$ cat config.mk
export PLATFORM = sky130hd
export DESIGN_NAME = mic_irq_ctrl
export DESIGN_NICKNAME = d
export VERILOG_FILES = /design/src/inc/mic_pkg.sv /design/src/hdl/mic_pin_edge.sv /design/src/hdl/mic_irq_ctrl.sv
export SDC_FILE = /design/constraint.sdc
export NUM_CORES = 1
export LEC_CHECK = 0
export ABC_CLOCK_PERIOD_IN_PS = 1700
export BUFFER_PORTS_ARGS = -buffer_cell sky130_fd_sc_hd__buf_2
export CAP_MARGIN = 20
export CORE_MARGIN = 2
export CORE_UTILIZATION = 45
export CTS_CLUSTER_DIAMETER = 120
export CTS_CLUSTER_SIZE = 8
export DETAILED_ROUTE_END_ITERATION = 10
export PLACE_DENSITY = 0.71
export SLEW_MARGIN = 20
export SYNTH_ARGS = -nofsm -noshare
export SYNTH_HDL_FRONTEND = slang
export SYNTH_SLANG_ARGS = --single-unit
$ cat constraint.sdc
create_clock -name REF_CLK -period 1.7 [get_ports REF_CLK]
set_input_delay 0.255 -clock REF_CLK [delete_from_list [all_inputs] [get_ports REF_CLK]]
set_output_delay 0.255 -clock REF_CLK [all_outputs]
set_load 0.005 [all_outputs]
$ cat src/inc/mic_pkg.sv
// package for the mcu interrupt controller: register offsets, field layout, vectors
// assumes a 32-bit apb slave with one aligned word per 8-bit register
package mic_pkg;

	// register byte offsets
	localparam logic [7:0] MIC_OFS_EDGE = 8'h00; // pin_edge_select_reg
	localparam logic [7:0] MIC_OFS_CTL0 = 8'h04; // pins 0/1, group 0, global enable
	localparam logic [7:0] MIC_OFS_CTL1 = 8'h08; // group 1, time bases, conversion done
	localparam logic [7:0] MIC_OFS_CTL2 = 8'h0c; // comparators, groups 2/3
	localparam logic [7:0] MIC_OFS_CTL3 = 8'h10; // pins 2/3
	localparam logic [7:0] MIC_OFS_GRP0 = 8'h14; // timer 0 group
	localparam logic [7:0] MIC_OFS_GRP1 = 8'h18; // uart/serial/eeprom/lvd group
	localparam logic [7:0] MIC_OFS_GRP2 = 8'h1c; // timer1_i2c_group_irq
	localparam logic [7:0] MIC_OFS_GRP3 = 8'h20; // timer23_group_irq
	localparam logic [7:0] MIC_OFS_STAT = 8'h24; // read-only controller status

	localparam logic [7:0] MIC_RST_REG = 8'h00;

	// writable bit masks; unimplemented bits read zero
	localparam logic [7:0] MIC_MASK_CTL0 = 8'h7f;
	localparam logic [7:0] MIC_MASK_CTL3 = 8'h33;
	localparam logic [7:0] MIC_MASK_GRP0 = 8'h33;
	localparam logic [7:0] MIC_MASK_GRP2 = 8'hbb;

	// edge select codes
	localparam logic [1:0] MIC_EDGE_OFF = 2'h0;
	localparam logic [1:0] MIC_EDGE_RISE = 2'h1;
	localparam logic [1:0] MIC_EDGE_FALL = 2'h2;
	localparam logic [1:0] MIC_EDGE_BOTH = 2'h3;

	// source index, in priority order (0 highest)
	localparam int MIC_NSRC = 14;
	localparam int MIC_SRC_PIN0 = 0;
	localparam int MIC_SRC_PIN1 = 1;
	localparam int MIC_SRC_GRP0 = 2;
	localparam int MIC_SRC_CONV = 3;
	localparam int MIC_SRC_TB0 = 4;
	localparam int MIC_SRC_TB1 = 5;
	localparam int MIC_SRC_GRP1 = 6;
	localparam int MIC_SRC_GRP2 = 7;
	localparam int MIC_SRC_GRP3 = 8;
	localparam int MIC_SRC_CMP0 = 9;
	localparam int MIC_SRC_CMP1 = 10;
	localparam int MIC_SRC_PIN2 = 11;
	localparam int MIC_SRC_PIN3 = 12;
	localparam int MIC_SRC_NONE = 13;

	// vector base and spacing in program words
	localparam logic [11:0] MIC_VEC_BASE = 12'h004;
	localparam logic [11:0] MIC_VEC_STEP = 12'h004;

	// grant sequencer states
	typedef enum logic [2:0] {
		MIC_ST_IDLE = 3'b001,
		MIC_ST_GRANT = 3'b010,
		MIC_ST_WAIT = 3'b100
	} mic_state_t;

endpackage

$ cat src/hdl/mic_pin_edge.sv
// one external interrupt pin: three-stage synchroniser and edge detector
// assumes the pin is asynchronous to REF_CLK
`timescale 1ns/1ps
module mic_pin_edge
	import mic_pkg::*;
(
	input wire logic clk,
	input wire logic rst_n,
	input wire logic pin,
	input wire logic [1:0] sel,
	output logic hit
);
	logic [2:0] sync_q;
	logic level_q;
	logic moved;

	// stage 0 is only read by stage 1
	always_ff @(posedge clk) begin
		if (!rst_n) begin
			sync_q <= 3'h0;
		end else begin
			sync_q <= {sync_q[1:0], pin};
		end
	end

	// last agreed level; resets low, so a pin idling high shows one rise after reset
	always_ff @(posedge clk) begin
		if (!rst_n) begin
			level_q <= 1'b0;
		end else if (sync_q[1] == sync_q[2]) begin
			level_q <= sync_q[2];
		end
	end

	// a change counts once the second and third stages agree on a new level
	assign moved = (sync_q[1] == sync_q[2]) && (sync_q[2] != level_q);

	always_comb begin
		case (sel)
			MIC_EDGE_RISE: hit = moved & sync_q[2];
			MIC_EDGE_FALL: hit = moved & ~sync_q[2];
			MIC_EDGE_BOTH: hit = moved;
			default: hit = 1'b0; // off code: pin function disabled
		endcase
	end
endmodule

$ cat src/hdl/mic_irq_ctrl.sv
// interrupt controller top: flag/enable registers on apb, edge pins, grant to cpu sequencer
// assumes source events are one-cycle pulses on REF_CLK; the cpu takes a grant in one cycle
//
// The APB interface to the registers and the placing of the registers were chosen for this implementation.
`timescale 1ns/1ps
module mic_irq_ctrl
	import mic_pkg::*;
(
	input wire logic REF_CLK,
	input wire logic RESETN,
	input wire logic PSEL,
	input wire logic PENABLE,
	input wire logic PWRITE,
	input wire logic [7:0] PADDR,
	input wire logic [31:0] PWDATA,
	output logic [31:0] PRDATA,
	output logic PREADY,
	output logic PSLVERR,
	input wire logic [3:0] PIN_IRQ,
	input wire logic [3:0] PIN_IS_INPUT,
	input wire logic [1:0] COMPARATOR_OUTPUT_BIT,
	input wire logic CONV_DONE,
	input wire logic [1:0] TIME_BASE_TICK,
	input wire logic [1:0] TMR0_MATCH,
	input wire logic [1:0] TMR1_MATCH,
	input wire logic [1:0] TMR2_MATCH,
	input wire logic [1:0] TMR3_MATCH,
	input wire logic [3:0] GRP1_EVENT,
	input wire logic TWOWIRE_TIMEOUT,
	input wire logic STACK_FULL,
	input wire logic [11:0] NEXT_PC,
	output logic IRQ_REQ,
	output logic [11:0] IRQ_VECTOR,
	output logic [11:0] IRQ_PUSH_PC,
	output logic IRQ_PUSH,
	output logic WAKE
);
	logic [7:0] edge_q;
	logic [7:0] ctl0_q, ctl1_q, ctl2_q, ctl3_q;
	logic [7:0] grp0_q, grp1_q, grp2_q, grp3_q;
	logic [1:0] cmp_q;
	logic [3:0] pin_hit;
	logic [MIC_NSRC-2:0] pend, enab, req;
	logic [3:0] grp_member;
	logic [12:0] mem_q;
	logic global_irq_enable;
	logic wr_en, rd_en, addr_ok;
	logic [31:0] rdata_d;
	logic [3:0] grant_idx_q;
	logic [11:0] vec_q, push_q;
	logic take;
	mic_state_t state_q;

	// pick the highest-priority requesting source
	function automatic logic [3:0] mic_pick(input logic [MIC_NSRC-2:0] r);
		logic [3:0] idx;
		idx = 4'(MIC_SRC_NONE);
		for (int i = MIC_NSRC - 2; i >= 0; i--) begin
			if (r[i]) begin
				idx = 4'(i);
			end
		end
		return idx;
	endfunction

	// apb write of one masked byte
	function automatic logic [7:0] mic_wbyte(input logic [7:0] d, input logic [7:0] m);
		return d & m;
	endfunction

	assign wr_en = PSEL & PENABLE & PWRITE;
	assign rd_en = PSEL & PENABLE & ~PWRITE;
	assign PREADY = 1'b1; // zero wait states
	assign addr_ok = (PADDR[1:0] == 2'h0) && (PADDR <= MIC_OFS_STAT);
	assign PSLVERR = PSEL & PENABLE & ~addr_ok;
	assign global_irq_enable = ctl0_q[0];

	// pin edge detectors; port direction gates the pin
	for (genvar p = 0; p < 4; p++) begin : g_pin
		logic raw_hit;
		mic_pin_edge u_edge (
			.clk(REF_CLK),
			.rst_n(RESETN),
			.pin(PIN_IRQ[p]),
			.sel(edge_q[2*p +: 2]),
			.hit(raw_hit)
		);
		assign pin_hit[p] = raw_hit & PIN_IS_INPUT[p];
	end

	// comparator output history for change detection
	always_ff @(posedge REF_CLK) begin
		if (!RESETN) begin
			cmp_q <= 2'h0;
		end else begin
			cmp_q <= COMPARATOR_OUTPUT_BIT;
		end
	end

	// any member flag newly set; per bit, so a second member still raises the group
	always_comb begin
		grp_member[0] = |(grp0_q[5:4] & ~mem_q[12:11]);
		grp_member[1] = |(grp1_q[7:4] & ~mem_q[10:7]);
		grp_member[2] = |({grp2_q[7], grp2_q[5:4]} & ~mem_q[6:4]);
		grp_member[3] = |(grp3_q[7:4] & ~mem_q[3:0]);
	end

	// member flag history for the per-bit rise detection
	always_ff @(posedge REF_CLK) begin
		if (!RESETN) begin
			mem_q <= 13'h0;
		end else begin
			mem_q <= {grp0_q[5:4], grp1_q[7:4], grp2_q[7], grp2_q[5:4], grp3_q[7:4]};
		end
	end

	// pending and enable vectors in priority order
	always_comb begin
		pend = '0;
		enab = '0;
		pend[MIC_SRC_PIN0] = ctl0_q[4];
		enab[MIC_SRC_PIN0] = ctl0_q[1];
		pend[MIC_SRC_PIN1] = ctl0_q[5];
		enab[MIC_SRC_PIN1] = ctl0_q[2];
		pend[MIC_SRC_GRP0] = ctl0_q[6];
		enab[MIC_SRC_GRP0] = ctl0_q[3];
		pend[MIC_SRC_CONV] = ctl1_q[4];
		enab[MIC_SRC_CONV] = ctl1_q[0];
		pend[MIC_SRC_TB0] = ctl1_q[5];
		enab[MIC_SRC_TB0] = ctl1_q[1];
		pend[MIC_SRC_TB1] = ctl1_q[6];
		enab[MIC_SRC_TB1] = ctl1_q[2];
		pend[MIC_SRC_GRP1] = ctl1_q[7];
		enab[MIC_SRC_GRP1] = ctl1_q[3];
		pend[MIC_SRC_GRP2] = ctl2_q[4];
		enab[MIC_SRC_GRP2] = ctl2_q[0];
		pend[MIC_SRC_GRP3] = ctl2_q[5];
		enab[MIC_SRC_GRP3] = ctl2_q[1];
		pend[MIC_SRC_CMP0] = ctl2_q[6];
		enab[MIC_SRC_CMP0] = ctl2_q[2];
		pend[MIC_SRC_CMP1] = ctl2_q[7];
		enab[MIC_SRC_CMP1] = ctl2_q[3];
		pend[MIC_SRC_PIN2] = ctl3_q[4];
		enab[MIC_SRC_PIN2] = ctl3_q[0];
		pend[MIC_SRC_PIN3] = ctl3_q[5];
		enab[MIC_SRC_PIN3] = ctl3_q[1];
	end

	// a flag only requests when its enable is set
	assign req = pend & enab;
	// global enable and stack state gate acceptance
	assign take = (state_q == MIC_ST_IDLE) & global_irq_enable & ~STACK_FULL & (|req);
	// any set flag wakes the core, enabled or not
	assign WAKE = |pend;

	// grant sequencer: one cycle request, then wait for idle
	always_ff @(posedge REF_CLK) begin
		if (!RESETN) begin
			state_q <= MIC_ST_IDLE;
			grant_idx_q <= 4'(MIC_SRC_NONE);
			vec_q <= 12'h000;
			push_q <= 12'h000;
		end else begin
			case (state_q)
				MIC_ST_IDLE: begin
					if (take) begin
						state_q <= MIC_ST_GRANT;
						grant_idx_q <= mic_pick(req);
						// own vector per source, groups each own shared vector
						vec_q <= MIC_VEC_BASE + MIC_VEC_STEP * 12'(mic_pick(req));
						push_q <= NEXT_PC;
					end
				end
				MIC_ST_GRANT: state_q <= MIC_ST_WAIT;
				MIC_ST_WAIT: state_q <= MIC_ST_IDLE;
				default: state_q <= MIC_ST_IDLE;
			endcase
		end
	end

	// grant outputs: push pc and load vector in the same cycle
	assign IRQ_REQ = (state_q == MIC_ST_GRANT);
	assign IRQ_PUSH = (state_q == MIC_ST_GRANT);
	assign IRQ_VECTOR = vec_q;
	assign IRQ_PUSH_PC = push_q;

	// edge select register
	always_ff @(posedge REF_CLK) begin
		if (!RESETN) begin
			edge_q <= MIC_RST_REG;
		end else if (wr_en && PADDR == MIC_OFS_EDGE) begin
			edge_q <= PWDATA[7:0];
		end
	end

	// control 0: pins 0/1, group 0, global enable; hardware set beats clear
	always_ff @(posedge REF_CLK) begin
		if (!RESETN) begin
			ctl0_q <= MIC_RST_REG;
		end else begin
			logic [7:0] v;
			v = ctl0_q;
			if (wr_en && PADDR == MIC_OFS_CTL0) begin
				v = mic_wbyte(PWDATA[7:0], MIC_MASK_CTL0);
			end
			if (IRQ_REQ) begin
				v[0] = 1'b0;
				if (grant_idx_q == 4'(MIC_SRC_PIN0)) v[4] = 1'b0;
				if (grant_idx_q == 4'(MIC_SRC_PIN1)) v[5] = 1'b0;
				if (grant_idx_q == 4'(MIC_SRC_GRP0)) v[6] = 1'b0;
			end
			// flags set even while blocked; pin flags only while their own enable is set
			if (pin_hit[0] && ctl0_q[1]) v[4] = 1'b1;
			if (pin_hit[1] && ctl0_q[2]) v[5] = 1'b1;
			if (grp_member[0]) v[6] = 1'b1;
			ctl0_q <= v;
		end
	end

	// control 1: group 1, time bases, conversion done
	always_ff @(posedge REF_CLK) begin
		if (!RESETN) begin
			ctl1_q <= MIC_RST_REG;
		end else begin
			logic [7:0] v;
			v = ctl1_q;
			if (wr_en && PADDR == MIC_OFS_CTL1) v = PWDATA[7:0];
			if (IRQ_REQ) begin
				if (grant_idx_q == 4'(MIC_SRC_CONV)) v[4] = 1'b0;
				if (grant_idx_q == 4'(MIC_SRC_TB0)) v[5] = 1'b0;
				if (grant_idx_q == 4'(MIC_SRC_TB1)) v[6] = 1'b0;
				if (grant_idx_q == 4'(MIC_SRC_GRP1)) v[7] = 1'b0;
			end
			if (CONV_DONE) v[4] = 1'b1;
			if (TIME_BASE_TICK[0]) v[5] = 1'b1;
			if (TIME_BASE_TICK[1]) v[6] = 1'b1;
			if (grp_member[1]) v[7] = 1'b1;
			ctl1_q <= v;
		end
	end

	// control 2: comparators and groups 2/3
	always_ff @(posedge REF_CLK) begin
		if (!RESETN) begin
			ctl2_q <= MIC_RST_REG;
		end else begin
			logic [7:0] v;
			v = ctl2_q;
			if (wr_en && PADDR == MIC_OFS_CTL2) v = PWDATA[7:0];
			if (IRQ_REQ) begin
				if (grant_idx_q == 4'(MIC_SRC_GRP2)) v[4] = 1'b0;
				if (grant_idx_q == 4'(MIC_SRC_GRP3)) v[5] = 1'b0;
				if (grant_idx_q == 4'(MIC_SRC_CMP0)) v[6] = 1'b0;
				if (grant_idx_q == 4'(MIC_SRC_CMP1)) v[7] = 1'b0;
			end
			if (grp_member[2]) v[4] = 1'b1;
			if (grp_member[3]) v[5] = 1'b1;
			if (COMPARATOR_OUTPUT_BIT[0] != cmp_q[0]) v[6] = 1'b1;
			if (COMPARATOR_OUTPUT_BIT[1] != cmp_q[1]) v[7] = 1'b1;
			ctl2_q <= v;
		end
	end

	// control 3: pins 2/3
	always_ff @(posedge REF_CLK) begin
		if (!RESETN) begin
			ctl3_q <= MIC_RST_REG;
		end else begin
			logic [7:0] v;
			v = ctl3_q;
			if (wr_en && PADDR == MIC_OFS_CTL3) v = mic_wbyte(PWDATA[7:0], MIC_MASK_CTL3);
			if (IRQ_REQ) begin
				if (grant_idx_q == 4'(MIC_SRC_PIN2)) v[4] = 1'b0;
				if (grant_idx_q == 4'(MIC_SRC_PIN3)) v[5] = 1'b0;
			end
			if (pin_hit[2] && ctl3_q[0]) v[4] = 1'b1;
			if (pin_hit[3] && ctl3_q[1]) v[5] = 1'b1;
			ctl3_q <= v;
		end
	end

	// group member registers: only software clears members
	always_ff @(posedge REF_CLK) begin
		if (!RESETN) begin
			grp0_q <= MIC_RST_REG;
			grp1_q <= MIC_RST_REG;
			grp2_q <= MIC_RST_REG;
			grp3_q <= MIC_RST_REG;
		end else begin
			logic [7:0] v0, v1, v2, v3;
			v0 = grp0_q;
			v1 = grp1_q;
			v2 = grp2_q;
			v3 = grp3_q;
			if (wr_en && PADDR == MIC_OFS_GRP0) v0 = mic_wbyte(PWDATA[7:0], MIC_MASK_GRP0);
			if (wr_en && PADDR == MIC_OFS_GRP1) v1 = PWDATA[7:0];
			if (wr_en && PADDR == MIC_OFS_GRP2) v2 = mic_wbyte(PWDATA[7:0], MIC_MASK_GRP2);
			if (wr_en && PADDR == MIC_OFS_GRP3) v3 = PWDATA[7:0];
			// member flags: a/p flag pairs sit four bits above their enables
			v0[5:4] = v0[5:4] | TMR0_MATCH;
			v1[7:4] = v1[7:4] | GRP1_EVENT;
			v2[5] = v2[5] | TMR1_MATCH[1];
			v2[4] = v2[4] | TMR1_MATCH[0];
			v2[7] = v2[7] | TWOWIRE_TIMEOUT;
			v3[7:6] = v3[7:6] | TMR3_MATCH;
			v3[5:4] = v3[5:4] | TMR2_MATCH;
			grp0_q <= v0;
			grp1_q <= v1;
			grp2_q <= v2;
			grp3_q <= v3;
		end
	end

	// apb read mux; reserved bits read zero
	always_comb begin
		rdata_d = 32'h0;
		case (PADDR)
			MIC_OFS_EDGE: rdata_d[7:0] = edge_q;
			MIC_OFS_CTL0: rdata_d[7:0] = ctl0_q;
			MIC_OFS_CTL1: rdata_d[7:0] = ctl1_q;
			MIC_OFS_CTL2: rdata_d[7:0] = ctl2_q;
			MIC_OFS_CTL3: rdata_d[7:0] = ctl3_q;
			MIC_OFS_GRP0: rdata_d[7:0] = grp0_q;
			MIC_OFS_GRP1: rdata_d[7:0] = grp1_q;
			MIC_OFS_GRP2: rdata_d[7:0] = grp2_q; // bit 2 reads 0
			MIC_OFS_GRP3: rdata_d[7:0] = grp3_q;
			MIC_OFS_STAT: rdata_d[7:0] = {state_q == MIC_ST_IDLE ? 1'b0 : 1'b1, 3'h0, grant_idx_q};
			default: rdata_d = 32'h0;
		endcase
	end

	// read data registered only while a read is in the setup phase
	always_ff @(posedge REF_CLK) begin
		if (!RESETN) begin
			PRDATA <= 32'h0;
		end else if (PSEL && !PENABLE && !PWRITE) begin
			PRDATA <= rdata_d;
		end
	end
endmodule

==> results.json <==
{
  "final_nets": 970,
  "r2r_cells": 8,
  "p_per_area_nw_per_um2": 865,
  "ys.flop_type": "dfxtp_1",
  "coreArea_um2": 13900,
  "cts_buffers": 17,
  "clock_path_buffers": 2,
  "drt_iter0_markers": 384,
  "finalWorstSetupSlack_ps": -219,
  "fp.dieW_um": 123,
  "gp_congestion": 1.00,
  "avgSynthCellArea_um2": 9.03,
  "clockRootBuffer": "clkbuf_16",
  "ys_seq_elements": 124,
  "critical_path_arrival_ps": 2230,
  "seq_power_share": 0.419,
  "yosysUniqueCellTypes": 69,
  "drc": 0,
  "slew_headroom": 0.638,
  "grt_pass1_wl_um": 27800,
  "viasPerCell": 5.39,
  "fin_util": 0.604,
  "ys_seq_area_frac": 0.389,
  "slew_viol_final": 0,
  "cts-htree-levels": 4,
  "area_growth_pct": 31.5,
  "hold_path_depth": 2,
  "die-area_um2": 15100,
  "cts.sinks": 124,
  "p_clk_frac": 0.502,
  "layout-drive-gt1-share": 0.316,
  "vias": 5737,
  "intPower_mw": 5.62,
  "power_frac_comb": 0.079,
  "io_buffer_count": 88,
  "ys.warnings.count": 0,
  "status": "finished with violations",
  "final_area_um2": 8390,
  "finClkSkew_ps": 10.4,
  "p_switching_mw": 1.63,
  "min_period_over_period": 1.13,
  "insertion_delay_ps": 430,
  "cp-start-kind": "flop",
  "synth_common_cells": "dfxtp_1, nand2_1, buf_4, mux2i_1",
  "boundaryPins": 145,
  "finalCriticalPeriod_ps": 1920,
  "grt_remaining_overflow": 0,
  "synth_edf_count": 0,
  "yosys.area.top_type": "dfxtp_1",
  "max_freq_mhz": 521,
  "dp_hpwl_um": 12900,
  "fin_cells": 1065,
  "hold_path.class": "input port to flop",
  "required_ps": 2010,
  "routed_wl_um": 18300,
  "grt_pass1_vias": 5419,
  "placedCellCount": 1020,
  "crit_fanout": 5,
  "clk_pin_slew_ps": 60,
  "grt_setup_unrepaired": "true",
  "grt_antenna_before_repair": 0,
  "vdd_drop_max_mv": 0.668,
  "critPathKind": "flop to flop",
  "initial_core_util": 0.459,
  "die_h_um": 123,
  "maxCapViolations": 0,
  "synthArstFlopShare": 0,
  "grt_max_degree": 74,
  "ys_top_cells_by_area": "dfxtp_1, mux2i_1, nand2_1",
  "violations": "setup timing",
  "timing.final.hold_violations": 0,
  "num_rows": 43,
  "synth_area_um2": 6380,
  "wl_per_cell_um": 17.2,
  "n_antenna_cell": 0,
  "placed_cell_area_um2": 7440,
  "endpoint_kind": "flop",
  "yosysTopAreaCellShare": 0.389,
  "sw_frac_of_total": 0.225,
  "worst_pin_slew_ps": 538,
  "synthCells": 706,
  "p_leak_nw": 3.66,
  "setup_viol": 22,
  "yosysMostFrequentCell": "dfxtp_1",
  "firstDrtPassIters": 6,
  "grt_usage": 0.243,
  "detail-route-antenna-nets": 0,
  "cts_tree": "built",
  "holdWs_ps": 32.1
}
==> registers in the layout, indices dropped and copies added, names as in the netlist, 5 cells and up <==
name and count:
mem_q 13, IRQ_PUSH_PC 12, g_pin.u_edge.sync_q 12, PRDATA 8, ctl1_q 8, ctl2_q 8
edge_q 8, grp1_q 8, grp3_q 8, ctl0_q 7, grp2_q 6, IRQ_VECTOR 5
==> cells by family after synthesis <==
logic type      after synthesis  synth area share
buf+inv                      96            0.0858
other cells                   2           0.00118
fa+ha+maj                    13            0.0255
simple gates                249             0.222
flops                       124             0.389
mux                          52            0.0897
xor+xnor                      3           0.00412
compound gates              167             0.183
==> area by class of cell <==
| class | instances | area, µm² |
|---|---|---|
| fill | 1193 | 5490 |
| timing repair buffer | 192 | 1380 |
| clock inverter | 7 | 114 |
| inverter | 22 | 82.6 |
| clock buffer | 24 | 472 |
| tap | 180 | 225 |
| multi-input combinational | 516 | 3620 |
| sequential | 124 | 2490 |
==> critical path: stages (launching register included) <==
cell and delay [ps]:
dfxtp_1 310, buf_4 160, a22oi_1 390, and3_4 310
a21oi_4 70, buf_6 150, buf_12 120, o21ai_0 220
a21oi_1 70
==> final timing paths <==
check / from / endpoint / slack [ps]
hold / removal: TWOWIRE_TIMEOUT / grp2_q[7]$_SDFF_PN0_ / 30
setup reg to reg: ctl3_q[0]$_SDFFE_PN0P_ / IRQ_VECTOR[4]$_SDFFE_PN0P_ / -220
setup / recovery: ctl3_q[0]$_SDFFE_PN0P_ / IRQ_VECTOR[4]$_SDFFE_PN0P_ / -220
hold reg to reg: g_pin[0].u_edge.sync_q[0]$_SDFF_PN0_ / g_pin[0].u_edge.sync_q[1]$_SDFF_PN0_ / 430
==> power by group through the flow <==
stage	logic [mW]	clock network (mW)	registers (mW)
floorplan	0.344	0	3.08
global placement	0.538	0	3.10
detailed placement	0.542	0	3.10
CTS	0.556	3.67	3.04
global route	0.624	3.80	3.05
finish	0.573	3.64	3.04
==> layout by cell type, fill, tap and decap left out, drive strengths merged, types with 13 or more instances in the layout <==
cell,n
nand2,87
a21oi,26
clkbuf,26
nor2,23
and2,31
dfxtp,124
nor2b,24
buf,190
inv,22
nand3,34
ha,13
o21a,23
a21boi,36
o21ai,18
conb,32
mux2i,38
==> layer usage <==
layer / up-vias / routed length (µm) / part of all wire / track usage
met5: - / 0 / 0 / 0
met4: 0 / 424 / 0.023 / 0.0888
met3: 42 / 1530 / 0.084 / 0.0692
met2: 256 / 8450 / 0.46 / 0.378
met1: 2678 / 7880 / 0.43 / 0.321
li1: 2761 / - / - / -
==> timing repair <==
item                       in CTS  in global routing
pin swaps                       7                 10
gates cloned                    1                  3
setup endpoints to repair      22                 22
resized for setup              30                 33
hold buffers                    0                  0
buffers inserted                5                  5
==> stage by stage <==
| stage | power, mW | TNS (ps) | setup slack [ps] |
|---|---|---|---|
| global placement | 3.63 | -1550 | -121 |
| finish | 7.25 | -3000 | -219 |
| global route | 7.47 | -4350 | -307 |
| CTS | 7.26 | -1430 | -109 |
| floorplan | 3.43 | -69.3 | -34.3 |
| detailed placement | 3.64 | -2340 | -157 |
Power figures use the tool's default switching activity.
